File: config.mk
export PLATFORM = sky130hd
export DESIGN_NAME = cbli_line_if
export DESIGN_NICKNAME = d
export VERILOG_FILES = /design/src/cbli_pkg.sv /design/src/cbli_line_if.sv /design/src/cbli_sync.sv
export SDC_FILE = /design/constraint.sdc
export NUM_CORES = 1
export LEC_CHECK = 0
export ABC_AREA = 1
export ABC_CLOCK_PERIOD_IN_PS = 1550
export BUFFER_PORTS_ARGS = -buffer_cell sky130_fd_sc_hd__buf_4
export CAP_MARGIN = 20
export CELL_PAD_IN_SITES_DETAIL_PLACEMENT = 1
export CELL_PAD_IN_SITES_GLOBAL_PLACEMENT = 1
export CORE_ASPECT_RATIO = 1.2
export CORE_MARGIN = 2
export CORE_UTILIZATION = 31
export CTS_BUF_LIST = sky130_fd_sc_hd__clkbuf_8
export DETAILED_ROUTE_END_ITERATION = 8
export GPL_ROUTABILITY_DRIVEN = 0
export PLACE_DENSITY = 0.79
export SLEW_MARGIN = 20
export SYNTH_ARGS = -nofsm -noshare
export SYNTH_HDL_FRONTEND = slang
export SYNTH_SLANG_ARGS = --single-unit
File: constraint.sdc
create_clock -name clk_i -period 1.55 [get_ports clk_i]
set_input_delay 0.155 -clock clk_i [delete_from_list [all_inputs] [get_ports clk_i]]
set_output_delay 0.155 -clock clk_i [all_outputs]
set_load 0.05 [all_outputs]
File: src/cbli_pkg.sv
// Behaviour
// - both receive inputs feed one comparator
// - bypass 0: pos non-inverting, neg inverting
// - pos above neg recessive, neg above pos dominant
// - bypass 1: level taken from pos alone
// - reset default is differential, bypass off
// - recessive: out_a high, out_b low
// - dominant: out_a low, out_b high
`default_nettype none
package cbli_pkg;

    // bus geometry
    localparam int unsigned ADR_W  = 8;
    localparam int unsigned DAT_W  = 32;
    localparam int unsigned IDX_W  = 6;
    localparam int unsigned IDX_LO = 2;

    // register indices, byte address is four times the index
    localparam logic [IDX_W-1:0] IDX_BUS_LINE_CONFIG = 6'h2F;
    localparam logic [IDX_W-1:0] IDX_LINE_STATUS     = 6'h30;
    localparam logic [IDX_W-1:0] IDX_EDGE_COUNT      = 6'h31;

    // bus_line_config fields
    localparam int unsigned CFG_W            = 8;
    localparam int unsigned CFG_BYPASS_BIT   = 0;
    localparam int unsigned CFG_DISCONN_BIT  = 1;
    localparam logic [CFG_W-1:0] CFG_RESET   = 8'h00;

    // line_status fields
    localparam int unsigned STS_RX_BIT       = 0;
    localparam int unsigned STS_TX_BIT       = 1;
    localparam int unsigned STS_BADCFG_BIT   = 2;
    localparam int unsigned STS_STICKY_BIT   = 3;

    // edge counter
    localparam int unsigned CNT_W            = 8;
    localparam logic [CNT_W-1:0] CNT_RESET   = 8'h00;
    localparam logic [CNT_W-1:0] CNT_ONE     = 8'h01;

    // line levels
    localparam logic LVL_RECESSIVE = 1'b1;
    localparam logic LVL_DOMINANT  = 1'b0;

    // synchroniser depth
    localparam int unsigned SYNC_STAGES = 2;

endpackage : cbli_pkg
`default_nettype wire

File: src/cbli_line_if.sv
`timescale 1ns/10ps
`default_nettype none
module cbli_line_if (
    // clock and reset
    input  wire logic                       clk_i,
    input  wire logic                       rst_i,
    // wishbone slave
    input  wire logic                       cyc_i,
    input  wire logic                       stb_i,
    input  wire logic                       we_i,
    input  wire logic [cbli_pkg::ADR_W-1:0] adr_i,
    input  wire logic [3:0]                 sel_i,
    input  wire logic [cbli_pkg::DAT_W-1:0] dat_i,
    output logic      [cbli_pkg::DAT_W-1:0] dat_o,
    output logic                            ack_o,
    // can bus line pins
    input  wire logic                       bus_in_pos_i,
    input  wire logic                       bus_in_neg_i,
    output logic                            bus_out_a_o,
    output logic                            bus_out_b_o,
    // protocol side
    input  wire logic                       tx_bit_i,
    output logic                            rx_level_o,
    output logic                            rx_fall_o,
    output logic                            comparator_bypass_o
);

    // configuration and state
    logic [cbli_pkg::CFG_W-1:0] cfg_q;
    logic                       level_q;
    logic                       level_d;
    logic                       sticky_q;
    logic [cbli_pkg::CNT_W-1:0] edges_q;
    logic [1:0]                 pins_s;
    logic                       pos_s;
    logic                       neg_s;
    logic                       bypass;
    logic                       disconn;
    logic                       badcfg;
    logic                       access;
    logic                       wr_lane0;
    logic                       fall;
    logic [cbli_pkg::IDX_W-1:0] idx;

    // true when the word address selects the given register
    function automatic logic hit(
        input logic [cbli_pkg::ADR_W-1:0] adr,
        input logic [cbli_pkg::IDX_W-1:0] want
    );
        hit = (adr[cbli_pkg::ADR_W-1:cbli_pkg::IDX_LO] == want);
    endfunction : hit

    // bring both line pins into the clock domain
    cbli_sync #(
        .WIDTH (2)
    ) u_sync (
        .clk_i   (clk_i),
        .rst_i   (rst_i),
        .async_i ({bus_in_neg_i, bus_in_pos_i}),
        .sync_o  (pins_s)
    );

    assign pos_s   = pins_s[0];
    assign neg_s   = pins_s[1];
    assign bypass  = cfg_q[cbli_pkg::CFG_BYPASS_BIT];
    assign disconn = cfg_q[cbli_pkg::CFG_DISCONN_BIT];
    assign idx     = adr_i[cbli_pkg::ADR_W-1:cbli_pkg::IDX_LO];

    // bypass with the pos input cut off leaves no line to read
    assign badcfg  = bypass & disconn;

    // a request is taken once; ack drops the cycle after
    assign access   = cyc_i & stb_i & ~ack_o;
    assign wr_lane0 = access & we_i & sel_i[0];

    // digital comparator; equal inputs hold the last level,
    // standing in for the analog hysteresis
    always_comb
    begin
        level_d = level_q;
        if (bypass)
        begin
            level_d = pos_s;
        end
        else if (pos_s & ~neg_s)
        begin
            level_d = cbli_pkg::LVL_RECESSIVE;
        end
        else if (neg_s & ~pos_s)
        begin
            level_d = cbli_pkg::LVL_DOMINANT;
        end
    end

    // recessive to dominant marks a possible sync edge
    assign fall = (level_q == cbli_pkg::LVL_RECESSIVE)
                  & (level_d == cbli_pkg::LVL_DOMINANT);

    // single received level for the bit timing logic
    always_ff @(posedge clk_i)
    begin
        if (rst_i)
        begin
            level_q    <= cbli_pkg::LVL_RECESSIVE;
            rx_level_o <= cbli_pkg::LVL_RECESSIVE;
            rx_fall_o  <= 1'b0;
        end
        else
        begin
            level_q    <= level_d;
            rx_level_o <= level_d;
            rx_fall_o  <= fall;
        end
    end

    // complementary line drivers, recessive while in reset
    always_ff @(posedge clk_i)
    begin
        if (rst_i)
        begin
            bus_out_a_o <= 1'b1;
            bus_out_b_o <= 1'b0;
        end
        else if (tx_bit_i == cbli_pkg::LVL_RECESSIVE)
        begin
            bus_out_a_o <= 1'b1;
            bus_out_b_o <= 1'b0;
        end
        else
        begin
            bus_out_a_o <= 1'b0;
            bus_out_b_o <= 1'b1;
        end
    end

    // bus line configuration register
    always_ff @(posedge clk_i)
    begin
        if (rst_i)
        begin
            cfg_q               <= cbli_pkg::CFG_RESET;
            comparator_bypass_o <= 1'b0;
        end
        else if (wr_lane0 && hit(adr_i, cbli_pkg::IDX_BUS_LINE_CONFIG))
        begin
            cfg_q               <= dat_i[cbli_pkg::CFG_W-1:0];
            comparator_bypass_o <= dat_i[cbli_pkg::CFG_BYPASS_BIT];
        end
    end

    // sticky misconfiguration flag, write one clears, set wins
    always_ff @(posedge clk_i)
    begin
        if (rst_i)
        begin
            sticky_q <= 1'b0;
        end
        else if (badcfg)
        begin
            sticky_q <= 1'b1;
        end
        else if (wr_lane0 && hit(adr_i, cbli_pkg::IDX_LINE_STATUS)
                 && dat_i[cbli_pkg::STS_STICKY_BIT])
        begin
            sticky_q <= 1'b0;
        end
    end

    // dominant edge counter, wraps; any write clears, a write and edge in one cycle load one
    always_ff @(posedge clk_i)
    begin
        if (rst_i)
        begin
            edges_q <= cbli_pkg::CNT_RESET;
        end
        else if (fall)
        begin
            if (wr_lane0 && hit(adr_i, cbli_pkg::IDX_EDGE_COUNT))
            begin
                edges_q <= cbli_pkg::CNT_ONE;
            end
            else
            begin
                edges_q <= edges_q + cbli_pkg::CNT_ONE;
            end
        end
        else if (wr_lane0 && hit(adr_i, cbli_pkg::IDX_EDGE_COUNT))
        begin
            edges_q <= cbli_pkg::CNT_RESET;
        end
    end

    // one-cycle-late ack; unmapped reads return zero
    always_ff @(posedge clk_i)
    begin
        if (rst_i)
        begin
            ack_o <= 1'b0;
            dat_o <= '0;
        end
        else
        begin
            ack_o <= access;
            dat_o <= '0;
            if (access && !we_i)
            begin
                case (idx)
                    cbli_pkg::IDX_BUS_LINE_CONFIG:
                    begin
                        dat_o[cbli_pkg::CFG_W-1:0] <= cfg_q;
                    end
                    cbli_pkg::IDX_LINE_STATUS:
                    begin
                        dat_o[cbli_pkg::STS_RX_BIT]     <= level_q;
                        dat_o[cbli_pkg::STS_TX_BIT]     <= bus_out_a_o;
                        dat_o[cbli_pkg::STS_BADCFG_BIT] <= badcfg;
                        dat_o[cbli_pkg::STS_STICKY_BIT] <= sticky_q;
                    end
                    cbli_pkg::IDX_EDGE_COUNT:
                    begin
                        dat_o[cbli_pkg::CNT_W-1:0] <= edges_q;
                    end
                    default:
                    begin
                        dat_o <= '0;
                    end
                endcase
            end
        end
    end

endmodule : cbli_line_if
`default_nettype wire

File: src/cbli_sync.sv
`timescale 1ns/10ps
`default_nettype none
module cbli_sync #(
    parameter int unsigned WIDTH = 2
) (
    // clock and reset
    input  wire logic             clk_i,
    input  wire logic             rst_i,
    // asynchronous inputs and their synchronised copies
    input  wire logic [WIDTH-1:0] async_i,
    output logic      [WIDTH-1:0] sync_o
);

    logic [WIDTH-1:0] meta_q;

    // two flops; the first feeds only the second
    always_ff @(posedge clk_i)
    begin
        if (rst_i)
        begin
            meta_q <= '0;
            sync_o <= '0;
        end
        else
        begin
            meta_q <= async_i;
            sync_o <= meta_q;
        end
    end

endmodule : cbli_sync
`default_nettype wire

# After elaboration in Yosys (flattened, before gate mapping)
# Index checks and enable logic that the tools add are counted.
[totals]
register_bits = 59
latchBits = 0
ram_bits = 0
rom_bits = 0
in_bits = 52
out_inout_bits = 38
memories = 0
[classes]
n_addsub = 1
multipliers = 0
div_mod_pow = 0
n_lt_le_gt_ge = 0
n_eq_ne = 3
n_shift = 0
mux = 12
bitwise_logic = 13
n_reduce_logical = 9
[op_table]
columns = ["cell", "count"]
rows = [
  ["8-bit 2-to-1 mux", 3],
  ["6-bit equality test (second input constant)", 3],
  ["4-bit one-hot mux with 3 select lines", 1],
  ["8-bit by 1-bit adder with 8-bit output (second input constant)", 1],
  ["1-bit AND", 8],
  ["4-bit one-hot mux with 2 select lines", 1],
  ["1-bit 2-to-1 mux", 7],
  ["1-bit logical AND", 5],
  ["1-bit inverter", 5],
  ["2-bit nonzero test", 2],
  ["2-bit OR reduction", 1],
  ["1-bit logical NOT", 1],
]

# Depth between registers and ports, before layout
[logic_depth]
depth_word = 8
mapped_depth = 9

# Hierarchy
# A second synthesis with hierarchy kept.
[hier_totals]
cells_unflattened = 230
area_unflattened_um2 = 1605.3
[by_module_without_submodules]
columns = ["mod", "instances", "cells_each", "area_each_um2", "seq_area_each_um2"]
rows = [
  ["cbli_line_if", 1, 218, 1495.2, 600.6],
  ["cbli_sync", 1, 12, 110.1, 80.1],
]

# Worst setup path after synthesis
# OpenSTA, ideal clock, no wires.
[synth_timing]
path_type = "register to register"
from = "reg cfg_q[0] in the netlist's numbering"
to = "reg edges_q[5] in the netlist's numbering"
setup_ns = 0.113
arrival_time_ns = 1.300
required_ns = 1.437
slack_ns = 0.137
stages_incl_launch_ff = 7
n_path_buf = 1
synth_period_minus_slack_ns = 1.413
cell_sequence = "dfxtp_1 -> o211ai_1 -> buf_4 -> nor2_1 -> nand2_1 -> nand2_1 -> nor2_1"
[synth_between]
elab_chain_cells = 4
elab_cells_between_ends = 5
cone_classes = "mux (2); bitwise (2); reduce/logical (1)"
[synth_lines]
columns = ["item", "line_no", "text"]
rows = [
  ["start, declared", "cbli_line_if.sv:29", "logic [cbli_pkg::CFG_W-1:0] cfg_q;"],
  ["start signal, assigned", "cbli_line_if.sv:141", "cfg_q <= cbli_pkg::CFG_RESET;"],
  ["start signal, assigned", "cbli_line_if.sv:146", "cfg_q <= dat_i[cbli_pkg::CFG_W-1:0];"],
  ["1-bit 2-to-1 mux (*)", "cbli_line_if.sv:81", "if (bypass)"],
  ["1-bit inverter (*)", "cbli_line_if.sv:97", "& (level_d == cbli_pkg::LVL_DOMINANT);"],
  ["1-bit AND (*)", "cbli_line_if.sv:97", ""],
  ["8-bit 2-to-1 mux or 2-bit nonzero test (tied branches)", "n/a", ""],
  ["end signal, assigned", "cbli_line_if.sv:174", "edges_q <= cbli_pkg::CNT_RESET;"],
  ["end signal, assigned", "cbli_line_if.sv:180", "edges_q <= cbli_pkg::CNT_ONE;"],
  ["end signal, assigned", "cbli_line_if.sv:184", "edges_q <= edges_q + cbli_pkg::CNT_ONE;"],
  ["end, declared", "cbli_line_if.sv:33", "logic [cbli_pkg::CNT_W-1:0] edges_q;"],
]
# Every way passes the cells marked *; elsewhere a longest branch is shown, timed or not.
# A chain may end at the register's enable or synchronous reset.

# Worst setup path in the final report
[layout_timing]
from = "reg edges_q[0] in the netlist's numbering"
to = "reg edges_q[6] in the netlist's numbering"
[layout_between]
elab_chain_cells = 3
[layout_lines]
columns = ["item", "line_no", "text"]
rows = [
  ["8-bit by 1-bit adder with 8-bit output", "cbli_line_if.sv:184", ""],
  ["8-bit 2-to-1 mux", "cbli_line_if.sv:178", "if (wr_lane0 && hit(adr_i, cbli_pkg::IDX_EDGE_COUNT))"],
  ["8-bit 2-to-1 mux", "cbli_line_if.sv:176", "else if (fall)"],
]
# Every way passes these cells.

==> impl_metrics.tcl <==
set metrics [dict create \
    synth_top_cells_by_area "dfxtp_1 41%, buf_4 11%, nand2_1 10%" \
    finalClockSkew_ns 0.00936 \
    async_reset_ff_frac 0 \
    firstDrtPassIters 4 \
    layout_min_cycle_time_ns 1.27 \
    fin_total_pwr_uw 1780 \
    totalWireLength_um 3570 \
    grt.overflow.total 0 \
    initial_utilization 0.317 \
    yosysTopAreaCell "dfxtp_1" \
    grt_usage 0.136 \
    worst-setup-path-type "flop to flop" \
    cts_resized 0 \
    p_leak_uw 0.000986 \
    clkTransAtPathRegs_ns 0.07 \
    drv_cap 0 \
    syn_area_per_cell_sq_um 7.38 \
    status "finished, final reports clean" \
    yosysSeqAreaShare 0.411 \
    pwr-share-clk 0.343 \
    cts_made_buffers 5 \
    intPower_uw 1250 \
    synthDominantCellAreaShare 0.411 \
    drive_above_1_share 0.230 \
    clockBufferDepth 2 \
    netlist_instances 224 \
    r2r_slack_ns 0.28 \
    holdBufCountCts 0 \
    power_per_cell_area_mw_per_mm2 900 \
    fin_crit_sh 0.818 \
    rows 29 \
    crit_required_ns 1.78 \
    ys.flop_type "dfxtp_1" \
    grt_pass1_vias 1475 \
    dpl.hpwl_um 2800 \
    switching_share 0.299 \
    power.switching_uw 533 \
    drt_iter0_drc 33 \
    grt_pass1_wl_um 6350 \
    synth_area_sq_mm 0.00165 \
    io_buffers 36 \
    tritoncts "built" \
    final_hold_viol_count 0 \
    nNetsFinal 318 \
    htreeDepth 2 \
    start_kind "flop" \
    min_path_type "input port to flop" \
    drc_errors 0 \
    slew_violations 0 \
    synth.most_common_cell "nand2_1" \
    synth_edf_count 0 \
    ios 90 \
    setup_viol 0 \
    diodes 0 \
    syn2layout_area_growth_pct 19.5 \
    fp.dieW_um 70.7 \
    tns_ns 0 \
    n_fill_cell 679 \
    fin_util 0.378 \
    seqPwrFrac 0.504 \
    timing.fmax_mhz 788 \
    crit_path_end_kind "flop" \
    synth.top_cells.by_count "45 x nand2_1, 40 x nor2_1, 34 x dfxtp_1" \
    ant_nets 0 \
    vias_per_cell 4.33 \
    grt_setup_unrepaired "no" \
    clock_sinks 34 \
    antenna_found_initial 0 \
    cts-root-buf "clkbuf_8" \
    die_y_um 84.0 \
    worstPathMaxFanout 5 \
    grt_start_max_net_pins 12 \
    combPwrFrac 0.154 \
    clk_latency_ns 0.29 \
    ys_warn_count 0 \
    design.die.area_sq_mm 0.00594 \
    core_area_sq_mm 0.00523 \
    synth_seq_cells 34 \
    peakVddDrop_uv 413 \
    wire_per_inst_um 10.9 \
    postCtsSetupBuffers 0 \
    synth_cell_types 27 \
    worstPathArrival_ns 1.50 \
    num_vias 1416 \
]
## sequential cells by signal, indices dropped and copies added, names as in the netlist
register	flops
u_sync.meta_q	2
sticky_q	1
cfg_q	8
u_sync.sync_o	2
bus_out_a_o	1
level_q	1
ack_o	1
bus_out_b_o	1
dat_o	8
edges_q	8
rx_fall_o	1
## stage by stage
step                setup slack (ns)  hold WS (ns)  cells  cell area, sq um
floorplan                      0.137         0.233    247              1740
global placement               0.338         0.319    320              1900
detailed placement             0.281         0.327    320              1900
CTS                            0.260        0.0142    327              1980
global route                  0.0772        0.0166    327              1980
finish                         0.281        0.0265    327              1980
## final cells by class
cell class | count | area [sq um] | share of cell area
Sequential cell | 34 | 681 | 0.344
Inverter | 29 | 114 | 0.0576
Timing Repair Buffer | 38 | 285 | 0.144
Multi-Input combinational cell | 157 | 743 | 0.376
Tap cell | 62 | 77.6 | 0.0392
Clock inverter | 2 | 7.51 | 0.00380
Clock buffer | 5 | 68.8 | 0.0348
## critical path: stages, from the launching register on
cell	delay (ns)
dfxtp_1	0.39
ha_1	0.20
nand2_1	0.09
nor2_1	0.15
nand2_1	0.09
o21ai_0	0.16
nand2_1	0.06
nor2_1	0.08
## routing by layer
layer | GRT usage | share of wire | vias up
met4 | 0.0720 | 0.021 | 0
met2 | 0.223 | 0.49 | 49
met1 | 0.152 | 0.40 | 639
met3 | 0.0507 | 0.085 | 8
li1 | - | - | 720
met5 | 0 | 0 | -
## cells by family (layout without fill, tap and decap cells)
group,Yosys count,count (layout),share of synthesized area
buffers and inverters,56,74,0.191
flip-flops,34,34,0.411
other,1,24,0.00227
adder cells (fa/ha/maj),1,1,0.00756
AND/OR/NAND/NOR,109,109,0.307
AO/OA/AOI/OAI,23,23,0.0802
## cell usage in the layout (no fill, tap or decap), types with 2 or more instances in the layout
master,Yosys,routed
inv_2,5,5
nand3_1,10,10
nor2_1,40,40
a21oi_1,8,8
conb_1,1,24
inv_1,23,25
nand2_1,45,45
o21ai_0,12,12
nand2_4,2,2
nor2_8,2,2
dfxtp_1,34,34
nor3_1,2,2
nand2_2,2,2
clkbuf_8,0,5
buf_4,25,38
## power by group through the flow
| stage | Clock [uW] | Combinational [uW] | Sequential (uW) |
|---|---|---|---|
| 2_1_floorplan | 0 | 235 | 934 |
| 3_3_place_gp | 0 | 268 | 915 |
| 3_5_place_dp | 0 | 273 | 916 |
| 4_1_cts | 629 | 275 | 896 |
| 5_1_grt | 670 | 293 | 898 |
| 6_report | 610 | 273 | 896 |
## worst paths after layout
| check | start | to | cells after the start |
|---|---|---|---|
| worst max-delay path | edges_q[0] | edges_q[6] | 7 |
| worst min register to register | u_sync.meta_q[1] | u_sync.sync_o[1] | 2 |
| worst min-delay path | tx_bit_i | bus_out_b_o | 2 |
| worst max register to register | edges_q[0] | edges_q[6] | 7 |
No activity file was read; power rests on OpenSTA's default activity.
